<file path="src/xbar_arb_pkg.sv">
// package: constants, register map and carrier types for the slave port arbiter
package xbar_arb_pkg;

    localparam int NUM_MASTERS = 4;
    localparam int MID_W       = 2;

    // register offsets (word addresses on the plain register port)
    localparam logic [3:0] SLAVE_PRIORITY_OFS  = 4'h0;
    localparam logic [3:0] SLAVE_CONTROL_OFS   = 4'h1;
    localparam logic [3:0] MASTER_GENERAL_OFS  = 4'h2;
    localparam logic [3:0] STATUS_OFS          = 4'h3;

    // slave control field positions
    localparam int PARK_LSB  = 0;
    localparam int PARK_CTL_LSB = 4;
    localparam int ARB_BIT   = 8;
    // master general control: 3 bits per master
    localparam int UARB_W    = 3;

    // reset values
    localparam logic [31:0] SLAVE_PRIORITY_RST = 32'h0000_3210;
    localparam logic [31:0] SLAVE_CONTROL_RST  = 32'h0000_0000;
    localparam logic [31:0] MASTER_GENERAL_RST = 32'h0000_0000;

    // arbitration timing: a non-parked master pays this many switch cycles
    localparam int SWITCH_CYCLES = 1;

    typedef enum logic [1:0] {
        PARK_FIXED = 2'h0,
        PARK_LAST  = 2'h1,
        PARK_NONE  = 2'h2
    } park_mode_type;

    typedef enum logic [2:0] {
        UARB_NEVER = 3'h0,
        UARB_ANY   = 3'h1,
        UARB_FOUR  = 3'h2,
        UARB_EIGHT = 3'h3,
        UARB_SIXTN = 3'h4
    } undef_arb_type;

    // htrans codes
    localparam logic [1:0] HTRANS_IDLE = 2'h0;
    localparam logic [1:0] HTRANS_BUSY = 2'h1;
    localparam logic [1:0] HTRANS_NSEQ = 2'h2;
    localparam logic [1:0] HTRANS_SEQ  = 2'h3;
    localparam logic [2:0] HBURST_INCR = 3'h1;

    // per-master request carrier
    typedef struct packed {
        logic [1:0] htrans;
        logic [2:0] hburst;
    } master_req_type;

    // register port carrier
    typedef struct packed {
        logic [3:0]  addr;
        logic [31:0] wdata;
        logic        wr;
        logic        rd;
    } reg_req_type;

endpackage : xbar_arb_pkg

</file>
<file path="src/burst_beat_counter.sv">
// module: counts beats of an undefined-length burst and flags arbitration points
`timescale 1ns/1ps
module burst_beat_counter (
    input  wire logic                   mclk,
    input  wire logic                   rst_n,
    input  wire logic                   beatDone,
    input  wire logic                   burstStart,
    input  wire xbar_arb_pkg::undef_arb_type aulbSel,
    output logic                        arbPoint
);
    import xbar_arb_pkg::*;

    logic [4:0] beatCnt_ff;
    logic [4:0] nxt_beatCnt;
    logic [4:0] limit;
    logic [4:0] cntNow;

    // beat count limit from the undefined burst arbitration point setting
    always_comb begin
        case (aulbSel)
            UARB_FOUR:  limit = 5'h04;
            UARB_EIGHT: limit = 5'h08;
            UARB_SIXTN: limit = 5'h10;
            default:    limit = 5'h00;
        endcase
    end

    // counter restarts at a burst start (that beat counts as the first) and after each point
    always_comb begin
        cntNow      = burstStart ? 5'h00 : beatCnt_ff;
        nxt_beatCnt = beatCnt_ff;
        if (beatDone) begin
            nxt_beatCnt = (limit != 5'h00 && cntNow + 5'h01 >= limit) ? 5'h00
                          : cntNow + 5'h01;
        end
    end

    always_ff @(posedge mclk) begin
        if (!rst_n) begin
            beatCnt_ff <= 5'h00;
        end else begin
            beatCnt_ff <= nxt_beatCnt;
        end
    end

    // arbitration point: any beat, or every 4/8/16 beats, never otherwise
    always_comb begin
        case (aulbSel)
            UARB_ANY:                        arbPoint = beatDone;
            UARB_FOUR, UARB_EIGHT, UARB_SIXTN:
                arbPoint = beatDone && (cntNow + 5'h01 >= limit);
            default:                         arbPoint = 1'b0;
        endcase
    end

endmodule : burst_beat_counter

</file>
<file path="src/crossbar_slave_port_arbiter.sv">
// module: arbitration and parking for one crossbar slave port
`timescale 1ns/1ps
module crossbar_slave_port_arbiter #(
    parameter int NM = xbar_arb_pkg::NUM_MASTERS
) (
    input  wire logic                          mclk,
    input  wire logic                          rst_n,
    input  wire xbar_arb_pkg::master_req_type  mReq [NM],
    input  wire logic                          hreadySlv,
    input  wire xbar_arb_pkg::reg_req_type     regReq,
    output logic [31:0]                        regRdata,
    output logic [xbar_arb_pkg::MID_W-1:0]     grantId,
    output logic                               grantValid,
    output logic [NM-1:0]                      stallMaster
);
    import xbar_arb_pkg::*;

    typedef enum logic [2:0] {
        ST_IDLE   = 3'b001,
        ST_SWITCH = 3'b010,
        ST_BUSY   = 3'b100
    } arb_state_type;

    // registers
    logic [31:0]        prio_ff, ctrl_ff, mgen_ff, rdata_ff;
    logic [31:0]        nxt_prio, nxt_ctrl, nxt_mgen, nxt_rdata;
    arb_state_type      state_ff, nxt_state;
    logic [MID_W-1:0]   owner_ff, nxt_owner, last_ff, nxt_last;
    logic               attached_ff, nxt_attached;

    logic [NM-1:0]      reqVec;
    logic               anyReq;
    logic [MID_W-1:0]   winner;
    logic               ownerReq, ownerActive, boundary, undefArb;
    logic [1:0]         parkCtl;
    logic [MID_W-1:0]   parkSel, parkTarget;
    logic               roundRobin;

    assign parkSel    = ctrl_ff[PARK_LSB +: MID_W];
    assign parkCtl    = ctrl_ff[PARK_CTL_LSB +: 2];
    assign roundRobin = ctrl_ff[ARB_BIT];

    // request vector: a nonidle, nonbusy transfer start or continuation
    always_comb begin
        for (int i = 0; i < NM; i++) begin
            reqVec[i] = mReq[i].htrans[1];
        end
    end
    assign anyReq = |reqVec;

    // ranking: fixed priority or distance after last user
    always_comb begin
        logic [MID_W-1:0] bestLvl;
        logic [MID_W-1:0] lvl;
        logic [MID_W-1:0] idx;
        logic             found;
        bestLvl = '1;
        winner  = owner_ff;
        found   = 1'b0;
        lvl     = '0;
        idx     = '0;
        for (int i = 0; i < NM; i++) begin
            if (roundRobin) begin
                idx = MID_W'(last_ff + MID_W'(i) + 1'b1);
                if (reqVec[idx] && !found) begin
                    winner = idx;
                    found  = 1'b1;
                end
            end else begin
                lvl = prio_ff[i*4 +: MID_W];
                if (reqVec[i] && (!found || lvl < bestLvl)) begin
                    bestLvl = lvl;
                    winner  = MID_W'(i);
                    found   = 1'b1;
                end
            end
        end
    end

    // undefined-length burst arbitration points for the current owner
    burst_beat_counter u_beats (
        .mclk       (mclk),
        .rst_n      (rst_n),
        .beatDone   (hreadySlv && ownerActive),
        .burstStart (hreadySlv && ownerActive && mReq[owner_ff].htrans == HTRANS_NSEQ),
        .aulbSel    (undef_arb_type'(mgen_ff[owner_ff*UARB_W +: UARB_W])),
        .arbPoint   (undefArb)
    );

    assign ownerReq    = attached_ff && reqVec[owner_ff];
    // a parked owner is served at idle only if it also wins against other requesters
    assign ownerActive = ownerReq && (state_ff != ST_IDLE || winner == owner_ff);
    // boundary: owner has finished its whole cycle, or an undefined burst arbitration point
    assign boundary = !ownerReq
                      || (hreadySlv && mReq[owner_ff].hburst == HBURST_INCR && undefArb);

    // park target chosen from the park control field
    always_comb begin
        case (parkCtl)
            PARK_LAST: parkTarget = last_ff;
            default:   parkTarget = parkSel;
        endcase
    end

    // arbitration state machine next values
    always_comb begin
        nxt_state    = state_ff;
        nxt_owner    = owner_ff;
        nxt_last     = last_ff;
        nxt_attached = attached_ff;
        case (state_ff)
            ST_IDLE: begin
                if (ownerActive) begin
                    nxt_state = ST_BUSY;
                end else if (anyReq) begin
                    // the request cycle itself is the single switch cycle
                    nxt_owner    = winner;
                    nxt_attached = 1'b1;
                    nxt_state    = ST_SWITCH;
                end else if (parkCtl == PARK_NONE) begin
                    nxt_attached = 1'b0;
                end else begin
                    // follow a park setting changed while idle
                    nxt_owner    = parkTarget;
                    nxt_attached = 1'b1;
                end
            end
            ST_SWITCH: begin
                nxt_state    = ST_BUSY;
            end
            ST_BUSY: begin
                if (boundary) begin
                    nxt_last = owner_ff;
                    if (!anyReq) begin
                        nxt_state = ST_IDLE;
                        if (parkCtl == PARK_NONE) begin
                            nxt_attached = 1'b0;
                        end else begin
                            nxt_owner = (parkCtl == PARK_LAST) ? owner_ff : parkTarget;
                        end
                    end else if (winner != owner_ff) begin
                        nxt_owner = winner;
                    end
                end
            end
            default: nxt_state = ST_IDLE;
        endcase
    end

    always_ff @(posedge mclk) begin
        if (!rst_n) begin
            state_ff    <= ST_IDLE;
            owner_ff    <= '0;
            last_ff     <= '0;
            attached_ff <= 1'b1;
        end else begin
            state_ff    <= nxt_state;
            owner_ff    <= nxt_owner;
            last_ff     <= nxt_last;
            attached_ff <= nxt_attached;
        end
    end

    // outputs: grant and stalls for every requester but the active owner
    assign grantId    = owner_ff;
    assign grantValid = attached_ff;
    always_comb begin
        for (int i = 0; i < NM; i++) begin
            stallMaster[i] = reqVec[i] && !(ownerActive && owner_ff == MID_W'(i));
        end
    end

    // register file next values
    always_comb begin
        nxt_prio  = prio_ff;
        nxt_ctrl  = ctrl_ff;
        nxt_mgen  = mgen_ff;
        nxt_rdata = 32'h0000_0000;
        if (regReq.wr) begin
            case (regReq.addr)
                SLAVE_PRIORITY_OFS: nxt_prio = regReq.wdata;
                SLAVE_CONTROL_OFS:  nxt_ctrl = regReq.wdata & 32'h0000_0133;
                MASTER_GENERAL_OFS: nxt_mgen = regReq.wdata;
                default:            nxt_prio = prio_ff;
            endcase
        end
        if (regReq.rd) begin
            case (regReq.addr)
                SLAVE_PRIORITY_OFS: nxt_rdata = prio_ff;
                SLAVE_CONTROL_OFS:  nxt_rdata = ctrl_ff;
                MASTER_GENERAL_OFS: nxt_rdata = mgen_ff;
                STATUS_OFS:         nxt_rdata = {24'h000000, state_ff, attached_ff,
                                                 last_ff, owner_ff};
                default:            nxt_rdata = 32'h0000_0000;
            endcase
        end
    end

    always_ff @(posedge mclk) begin
        if (!rst_n) begin
            prio_ff  <= SLAVE_PRIORITY_RST;
            ctrl_ff  <= SLAVE_CONTROL_RST;
            mgen_ff  <= MASTER_GENERAL_RST;
            rdata_ff <= 32'h0000_0000;
        end else begin
            prio_ff  <= nxt_prio;
            ctrl_ff  <= nxt_ctrl;
            mgen_ff  <= nxt_mgen;
            rdata_ff <= nxt_rdata;
        end
    end
    assign regRdata = rdata_ff;

    // assertions
    a_grant_on_boundary: assert property (@(posedge mclk) disable iff (!rst_n)
        (state_ff == ST_BUSY && !boundary) |=> $stable(owner_ff))
        else $error("grant changed outside a transfer boundary");
    a_switch_one_cycle: assert property (@(posedge mclk) disable iff (!rst_n)
        (state_ff == ST_SWITCH) |=> (state_ff == ST_BUSY && attached_ff))
        else $error("switch took more than one cycle");
    a_parked_fast_start: assert property (@(posedge mclk) disable iff (!rst_n)
        (state_ff == ST_IDLE && ownerActive) |=> state_ff == ST_BUSY)
        else $error("parked master did not start at once");
    a_parked_no_stall: assert property (@(posedge mclk) disable iff (!rst_n)
        (state_ff == ST_IDLE && ownerActive) |-> !stallMaster[owner_ff])
        else $error("parked master stalled");
    a_fixed_winner: assert property (@(posedge mclk) disable iff (!rst_n)
        (!roundRobin && anyReq) |-> reqVec[winner])
        else $error("fixed priority picked an idle master");
    a_one_served: assert property (@(posedge mclk) disable iff (!rst_n)
        $onehot0(reqVec & ~stallMaster))
        else $error("more than one master served");
    a_fixed_burst_hold: assert property (@(posedge mclk) disable iff (!rst_n)
        (state_ff == ST_BUSY && ownerReq && mReq[owner_ff].hburst != HBURST_INCR)
        |=> $stable(owner_ff))
        else $error("grant moved inside a fixed burst");
    a_idle_repark: assert property (@(posedge mclk) disable iff (!rst_n)
        (state_ff == ST_IDLE && !anyReq && parkCtl == PARK_FIXED)
        |=> (owner_ff == $past(parkSel) && attached_ff))
        else $error("idle port not parked on the park field");
    a_idle_unpark: assert property (@(posedge mclk) disable iff (!rst_n)
        (state_ff == ST_IDLE && !anyReq && parkCtl == PARK_NONE) |=> !attached_ff)
        else $error("idle port attached with no parking");
    a_rdata_zero: assert property (@(posedge mclk) disable iff (!rst_n)
        !regReq.rd |=> regRdata == 32'h0)
        else $error("read data outside a read answer");
    a_no_park_detach: assert property (@(posedge mclk) disable iff (!rst_n)
        (state_ff == ST_BUSY && boundary && !anyReq && parkCtl == PARK_NONE)
        |=> !attached_ff)
        else $error("port stayed attached with no parking");
    a_fixed_park_sel: assert property (@(posedge mclk) disable iff (!rst_n)
        (state_ff == ST_BUSY && boundary && !anyReq && parkCtl == PARK_FIXED)
        |=> owner_ff == $past(parkSel))
        else $error("fixed park on wrong master");
    a_last_park: assert property (@(posedge mclk) disable iff (!rst_n)
        (state_ff == ST_BUSY && boundary && !anyReq && parkCtl == PARK_LAST)
        |=> owner_ff == $past(owner_ff))
        else $error("park on last moved the port");
    a_lone_request: assert property (@(posedge mclk) disable iff (!rst_n)
        (state_ff == ST_IDLE && !attached_ff && $onehot(reqVec))
        |=> ##1 owner_ff == $past(winner, 2))
        else $error("lone request not granted");
    a_reset_park: assert property (@(posedge mclk)
        !rst_n |=> (owner_ff == '0 && attached_ff && ctrl_ff == 32'h0))
        else $error("reset parking wrong");
    a_rr_winner: assert property (@(posedge mclk) disable iff (!rst_n)
        (roundRobin && anyReq) |-> reqVec[winner])
        else $error("round robin picked an idle master");

    c_switch: cover property (@(posedge mclk) disable iff (!rst_n) state_ff == ST_SWITCH);
    c_handover: cover property (@(posedge mclk) disable iff (!rst_n)
        state_ff == ST_BUSY ##1 (state_ff == ST_BUSY && $changed(owner_ff)));
    c_undef_arb: cover property (@(posedge mclk) disable iff (!rst_n) undefArb);
    c_park_none: cover property (@(posedge mclk) disable iff (!rst_n)
        state_ff == ST_IDLE && !attached_ff);

endmodule : crossbar_slave_port_arbiter

</file>
<file path="config.mk">
export PLATFORM = sky130hd
export DESIGN_NAME = crossbar_slave_port_arbiter
export DESIGN_NICKNAME = d
export VERILOG_FILES = /design/src/xbar_arb_pkg.sv /design/src/burst_beat_counter.sv /design/src/crossbar_slave_port_arbiter.sv
export SDC_FILE = /design/constraint.sdc
export NUM_CORES = 1
export LEC_CHECK = 0
export BUFFER_PORTS_ARGS = -buffer_cell sky130_fd_sc_hd__buf_4
export CORE_MARGIN = 2
export CORE_UTILIZATION = 50
export DETAILED_ROUTE_END_ITERATION = 6
export GPL_TIMING_DRIVEN = 1
export HOLD_SLACK_MARGIN = 0.15
export PLACE_DENSITY = 0.76
export SYNTH_ARGS = -nofsm -noshare
export SYNTH_HDL_FRONTEND = slang
export SYNTH_SLANG_ARGS = --single-unit
</file>
<file path="constraint.sdc">
create_clock -name mclk -period 7.8 [get_ports mclk]
set_clock_uncertainty 0.2 [all_clocks]
set_input_delay 1.17 -clock mclk [delete_from_list [all_inputs] [get_ports mclk]]
set_output_delay 1.17 -clock mclk [all_outputs]
set_load 0.05 [all_outputs]
</file>
Yosys cells after proc, flatten, opt, wreduce, memory -nomap -nowiden
Cells that the tools add are included.
{"block": "word_totals", "register_bits": 114, "output_inout_bits": 39, "wordCells": 174}
{"block": "classes", "addsub": 7, "multipliers": 1, "order_cmp": 10, "n_eq_ne": 29, "shifts": 1, "muxes": 67, "n_bitwise": 1, "n_reduce_logical": 49}
{"cell": "$pmux 32 s4", "n": 1}
{"cell": "$mux 2", "n": 27}
{"cell": "$shiftx 32x5->3", "n": 1}
{"cell": "$logic_and 1x1->1", "n": 22}
{"cell": "$mux 1", "n": 20}
{"cell": "$mux 5", "n": 4}
{"cell": "$lt 2x3->1 const B", "n": 5}
{"cell": "$ne 3x3->1 const B", "n": 5}
{"cell": "$pmux 5 s3", "n": 1}
{"cell": "$mux 3", "n": 4}
{"cell": "$bmux 1 s2", "n": 5}
{"cell": "$bmux 5 s2", "n": 1}
{"cell": "$reduce_and 2->1", "n": 5}
{"cell": "$eq 3x1->1 const B", "n": 3}
{"cell": "$eq 3x2->1 const B", "n": 3}
{"cell": "$pmux 3 s3", "n": 1}
{"cell": "$add 2x1->2 const B", "n": 4}
{"cell": "$eq 2x2->1 const B", "n": 4}
{"cell": "$eq 4x2->1 const B", "n": 2}
{"cell": "$logic_not 1->1", "n": 8}
{"cell": "$ne 2x2->1 const B", "n": 4}
{"cell": "$reduce_and 7->1", "n": 1}
{"cell": "$eq 3x3->1 const B", "n": 2}
{"cell": "$lt 2x2->1", "n": 3}
{"cell": "22 further kinds", "n": 29}

Logic depth before layout (Yosys ltp)
{"block": "depth", "depth_word": 34, "mapped_depth": 36}

Cells and area by module
A second synthesis with hierarchy kept.
{"block": "unflattened", "hier_cells": 687, "hier_area_um2": 5756.8}
{"mod": "crossbar_slave_port_arbiter", "instances": 1, "cells_each": 637, "area_per_inst_um2": 5330.1}
{"mod": "burst_beat_counter", "instances": 1, "cells_each": 50, "area_per_inst_um2": 426.7}

Worst setup path after synthesis
OpenSTA, ideal clock, no wires.
{"block": "synth_path", "path_type": "input-to-reg", "from": "input mReq[19] in the netlist's numbering", "to": "register owner_ff[0], in the netlist grantId[0]", "setup_time_ns": 0.129, "arrival_time_ns": 7.441, "t_required_ns": 7.471, "path_slack_ns": 0.031, "stages": 34, "n_path_buf": 1, "path_cell_list": "clkbuf_1 nand2_1 a21boi_0 a21oi_1 a21boi_0 o21ai_0 mux2_2 nor2_1 ha_1 or2_2 a21o_1 o21ai_0 nor2_1 a211oi_1 ha_1 nand2b_1 nor2_1 a311o_1 a211oi_2 nor3_2 nor4b_4 o21ai_2 o21a_1 ha_1 xor2_1 ha_1 nand2_1 a21boi_0 o21a_1 o2bb2ai_1 a21oi_1 o21ai_0 a221oi_2 mux2i_1"}
{"block": "synth_via", "elab_chain_cells": 33, "elab_cells_between_ends": 85, "classes_between": "add/sub (1); order compare (4); eq/ne (9); mux (48); reduce/logical (23)"}
{"item": "start, declared", "line_no": "crossbar_slave_port_arbiter.sv:8", "source": "input wire xbar_arb_pkg::master_req_type mReq [NM],"}
{"item": "$bmux 1 s2", "line_no": "crossbar_slave_port_arbiter.sv:65", "source": "if (reqVec[idx] && !found) begin"}
{"item": "$mux 1 (not written as such)", "line_no": "crossbar_slave_port_arbiter.sv:65"}
{"item": "$mux 1", "line_no": "crossbar_slave_port_arbiter.sv:65"}
{"item": "$mux 1", "line_no": "crossbar_slave_port_arbiter.sv:63", "source": "if (roundRobin) begin"}
{"item": "$logic_not 1->1", "line_no": "crossbar_slave_port_arbiter.sv:65, crossbar_slave_port_arbiter.sv:71"}
{"item": "$logic_or 1x1->1", "line_no": "crossbar_slave_port_arbiter.sv:71", "source": "if (reqVec[i] && (!found || lvl < bestLvl)) begin"}
{"item": "$logic_and 1x1->1", "line_no": "crossbar_slave_port_arbiter.sv:71"}
{"item": "$mux 2 / $mux 1 (equally long branches)", "line_no": "crossbar_slave_port_arbiter.sv:71"}
{"item": "(+17 left out)"}
{"item": "$add 5x1->5", "line_no": "burst_beat_counter.sv:51", "source": "arbPoint = beatDone && (cntNow + 5'h01 >= limit);"}
{"item": "$ge 5x5->1", "line_no": "burst_beat_counter.sv:51"}
{"item": "$logic_and 1x1->1", "line_no": "burst_beat_counter.sv:51"}
{"item": "$pmux 1 s2", "line_no": "burst_beat_counter.sv:48", "source": "case (aulbSel)"}
{"item": "$logic_and 1x1->1", "line_no": "crossbar_slave_port_arbiter.sv:95", "source": "|| (hreadySlv && mReq[owner_ff].hburst == HBURST_INCR && undefArb);"}
{"item": "$logic_or 1x1->1", "line_no": "crossbar_slave_port_arbiter.sv:95"}
{"item": "$ne 2x2->1 (no line)"}
{"item": "$reduce_and 7->1 (no line)"}
{"item": "end signal, assigned", "line_no": "crossbar_slave_port_arbiter.sv:158", "source": "owner_ff <= nxt_owner;"}
{"item": "end, declared", "line_no": "crossbar_slave_port_arbiter.sv:28", "source": "logic [MID_W-1:0] owner_ff, nxt_owner, last_ff, nxt_last;"}
Parallel ways exist; a longest one is shown, timed or not. The select of a mux whose other input is x is not followed.
A chain may end at the register's enable or synchronous reset.

Final worst setup path
{"block": "layout_path", "from": "input mReq[14] in the netlist's numbering", "to": "register last_ff[0]"}
{"block": "layout_via", "elab_chain_cells": 32, "elab_cells_between_ends": 66, "classes_between": "add/sub (1); order compare (3); eq/ne (2); mux (38); reduce/logical (22)"}
{"item": "$bmux 1 s2", "line_no": "crossbar_slave_port_arbiter.sv:65"}
{"item": "$mux 1 (not written as such)", "line_no": "crossbar_slave_port_arbiter.sv:65"}
{"item": "$mux 1", "line_no": "crossbar_slave_port_arbiter.sv:65"}
{"item": "$mux 1", "line_no": "crossbar_slave_port_arbiter.sv:63"}
{"item": "$logic_not 1->1", "line_no": "crossbar_slave_port_arbiter.sv:65, crossbar_slave_port_arbiter.sv:71"}
{"item": "$logic_or 1x1->1", "line_no": "crossbar_slave_port_arbiter.sv:71"}
{"item": "$logic_and 1x1->1", "line_no": "crossbar_slave_port_arbiter.sv:71"}
{"item": "$mux 2 / $mux 1 (equally long branches)", "line_no": "crossbar_slave_port_arbiter.sv:71"}
{"item": "(+16 left out)"}
{"item": "$mux 5", "line_no": "burst_beat_counter.sv:30", "source": "cntNow = burstStart ? 5'h00 : beatCnt_ff;"}
{"item": "$add 5x1->5", "line_no": "burst_beat_counter.sv:51"}
{"item": "$ge 5x5->1", "line_no": "burst_beat_counter.sv:51"}
{"item": "$logic_and 1x1->1", "line_no": "burst_beat_counter.sv:51"}
{"item": "$pmux 1 s2", "line_no": "burst_beat_counter.sv:48"}
{"item": "$logic_and 1x1->1", "line_no": "crossbar_slave_port_arbiter.sv:95"}
{"item": "$logic_or 1x1->1 (*)", "line_no": "crossbar_slave_port_arbiter.sv:95"}
{"item": "$reduce_and 2->1 (no line) (*)"}
{"item": "end signal, assigned", "line_no": "crossbar_slave_port_arbiter.sv:159", "source": "last_ff <= nxt_last;"}
{"item": "end, declared", "line_no": "crossbar_slave_port_arbiter.sv:28"}
Mark *: on every way between the ends. The rest lies on a longest branch, timed or not. The select of a mux whose other input is x is not followed.

==> results by group <==
Outcome
  • Outcome: finished clean

Yosys
  • Async S/R FF share, synth: 0
  • Mean post-synth cell area: 8.00 sq um
  • Post-synthesis mux area share: 0.0658
  • Top_reg_cell synth: dfxtp_1
  • Share of the synthesized area in the top cell type: 0.418
  • Post-Syn Instances: approximately 680
  • Post-synthesis xor/xnor area fraction: 0.00641
  • Synthesized flop and latch total: between 100 and 150
  • Syn_nets: 751
  • Largest family of logic cells by synthesized area: simple AND/OR/NAND/NOR gates
  • Simple-gate share of the synthesized area: 0.226
  • Area share of fa/ha/maj cells after synthesis: 0.0160
  • Number of flops mapped to enable cells by yosys: 0
  • Syn Std Cell Area: between 5000 and 6000 sq um
  • Leading area contributor after synthesis: dfxtp_1
  • Synthesis warning total: 0
  • Synth area leaders: dfxtp_1 (42%), nand2_1 (11%), a21oi_1 (7.1%)
  • Post-synth cell types: 69
  • Seq/Total Area, Yosys: 0.418
  • Synth Area in Compound Gates: 0.223

Worst setup path
  • CP peak stage delay: 370 ps
  • Levels on crit path: 36
  • RR Endpoint: last_ff[0]
  • CP startpoint kind: input pin
  • Worst path bufs/invs: 2
  • Crit-path max FO: 13
  • WP data arrival: 7470 ps
  • Worst R2R Path Depth: 35
  • Critical R2R Launch: last_ff[0]
  • Req. time, crit path: about 8000 ps
  • Worst Setup Path Type: in2reg
  • Top cell by count, worst path: nor2_1
  • Reg2reg setup slack: approximately 650 ps
  • Slowest stage cell on the critical path: nor4b_4
  • Setup crit end kind: flip-flop
  • Family with the most delay on the worst path: compound AO/OA/AOI/OAI gates

Timing
  • FMAX: 0.137 GHz
  • Final Cycle Share: 0.937
  • Slew Limit Fails: 0
  • Final setup violation count: 0
  • Hold slack: 255 ps
  • Hold Vio Cnt, Final: 0
  • Slew Limit Headroom: 0.195
  • Least-Margin Pin Slew: 1200 ps
  • RSZ-0062 raised after global routing: false
  • Setup TNS Final: 0 ps
  • Fin crit period: 7310 ps

Placed design
  • Port bufs: 99
  • GP Congestion: approximately 0.95
  • DP Wirelength: between 10 and 15 mm

Hold path
  • Hold EP: prio_ff[25]
  • Hold Crit Class: reg2reg
  • Hold depth: 2
  • Hold Startpoint: prio_ff[25]

Floorplan
  • Total die area: 11800 sq um
  • Die height: 109 um
  • Die width: 109 um
  • I/O pin cnt: 100
  • Initial Util: 0.508
  • Site row count: 38
  • Area of the core: 10700 sq um

Cells and area
  • Most common cell after layout, fill and taps aside: nand2_1
  • FF+latch area: 2280 sq um
  • Fin nets: 834
  • Multi-input logic area: 2950 sq um
  • Diode count: 0
  • Most frequent cells in the layout: nand2_1 (157), dfxtp_1 (114), buf_4 (114), a21oi_1 (77), nor2_1 (68)
  • Share of post-route cells with drive strength above 1: 0.221
  • Area Growth Syn to Fin: 26.0%
  • Fill cell count: 942

Detailed routing
  • Iteration-0 DRC Markers: 453
  • Vias per inst: 5.88
  • WL/cell: 17.2 um
  • Final wirelength: about 16 mm
  • DR vias: 5403
  • DR pass1 iterations: 5
  • # DRC: 0
  • Final ANT Viol Nets: 0

Clocking
  • CTS tree: done
  • Clock Tree Buf Depth: 2
  • Post-CTS Repair Setup Buffers: 0
  • Worst-Skew Late Latency: 510 ps
  • CTS Root Cell: clkbuf_8
  • H-tree Lvls: 4
  • Hold buffer count at CTS: 0
  • Clock Pin Slew Worst Setup and Hold Paths: 60 ps
  • Post-CTS sizing: 0
  • Clk sinks: 114
  • CTS Buf Count: 17

Power and ir drop
  • LEAKAGE: 2.66 nW
  • Pwr/cell area: approximately 250 nW/um^2
  • Max VDD drop: 0.000150 V

Global routing
  • Initial antenna violation count: 0
  • Vias in the first global route: 5063
  • Largest net degree at the start of global routing: between 60 and 70
  • GRT overflow: 0
  • Global Route Usage Sum: 0.276
  • First-pass GRT wire length: 25.2 mm

Run
  • Max-cap violations: 0
## layer usage
metal	routed length, um	track usage
met5	0	0
met4	273	0.101
met3	1380	0.0603
met2	7550	0.453
met1	6600	0.356
## tightest hold or removal path: cells and delay by family (launching register included)
kind,cells,cell delay (ps)
flops,1,310
compound gates,1,50
simple gates,1,50
## cell type report
| type | instances | share of cell area |
|---|---|---|
| sequential | 114 | 0.332 |
| tap | 140 | 0.0255 |
| clock buffer | 20 | 0.0633 |
| clock inverter | 12 | 0.0191 |
| inverter | 14 | 0.00764 |
| multi-input combinational | 505 | 0.428 |
| timing repair buffer | 114 | 0.124 |
## sequential cells by signal, summed over array words and instances, names as in the netlist
register,count
ctrl_ff,5
state_ff,3
last_ff,2
regRdata,32
mgen_ff,32
grantId,2
u_beats.beatCnt_ff,5
grantValid,1
prio_ff,32
## per-stage QoR
| step | setup slack, ps | total power [mW] | area [sq um] | util | cells |
|---|---|---|---|---|---|
| after global placement | 334 | 1.01 | 6310 | 0.588 | 887 |
| after detailed placement | 44.7 | 1.02 | 6310 | 0.588 | 887 |
| after CTS | 531 | 1.75 | 6880 | 0.640 | 919 |
| after global routing | 55.4 | 1.82 | 6880 | 0.640 | 919 |
| after floorplan | 30.7 | 0.903 | 5460 | - | 683 |
| final | 494 | 1.75 | 6880 | 0.640 | 919 |
## cell usage after synthesis, types with 2 or more instances
| master | number |
|---|---|
| mux4_2 | 5 |
| o2111ai_1 | 2 |
| or3_1 | 3 |
| mux2i_1 | 15 |
| a22o_1 | 4 |
| nor3_2 | 3 |
| xor2_1 | 2 |
| nand3_1 | 11 |
| o21ai_2 | 2 |
| a21boi_0 | 3 |
| nor3_1 | 5 |
| xnor2_1 | 2 |
| and2_1 | 3 |
| o21a_1 | 8 |
| nor4b_1 | 3 |
| nor2_1 | 68 |
| mux2_2 | 5 |
| a22oi_1 | 28 |
| nand4_1 | 3 |
| nand2b_1 | 9 |
| o311ai_0 | 3 |
| dfxtp_1 | 114 |
| o22ai_1 | 3 |
| a21oi_1 | 77 |
| a211oi_1 | 2 |
| a21o_1 | 2 |
| o31ai_1 | 2 |
| o211ai_1 | 7 |
| nor2b_1 | 4 |
| inv_1 | 14 |
| a31oi_1 | 10 |
| nor4_1 | 3 |
| nand2_1 | 157 |
| o211a_1 | 2 |
| buf_2 | 3 |
| o21ai_0 | 12 |
| clkbuf_1 | 46 |
| ha_1 | 7 |
## power breakdown
part / internal, mW / switching [mW]
combinational: 0.144 / 0.215
clock: 0.464 / 0.279
sequential: 0.602 / 0.0479
## how the worst max path moves through the flow
| stage | from | to | slack [ps] |
|---|---|---|---|
| detailed placement | mReq[14] | last_ff[1] | 40 |
| global route | mReq[14] | last_ff[0] | 60 |
| finish | mReq[14] | last_ff[0] | 490 |
| CTS | mReq[14] | stallMaster[1] | 530 |
| floorplan | mReq[19] | grantId[0] | 30 |
| global placement | mReq[14] | grantId[0] | 330 |
## logic make-up after synthesis
family	count (synthesis)
multiplexers	28
XOR/XNOR	4
AND/OR/NAND/NOR	282
AO/OA/AOI/OAI	184
flip-flops	114
buffers and inverters	64
adder cells (fa/ha/maj)	7
(Power assumes the default switching activity.)
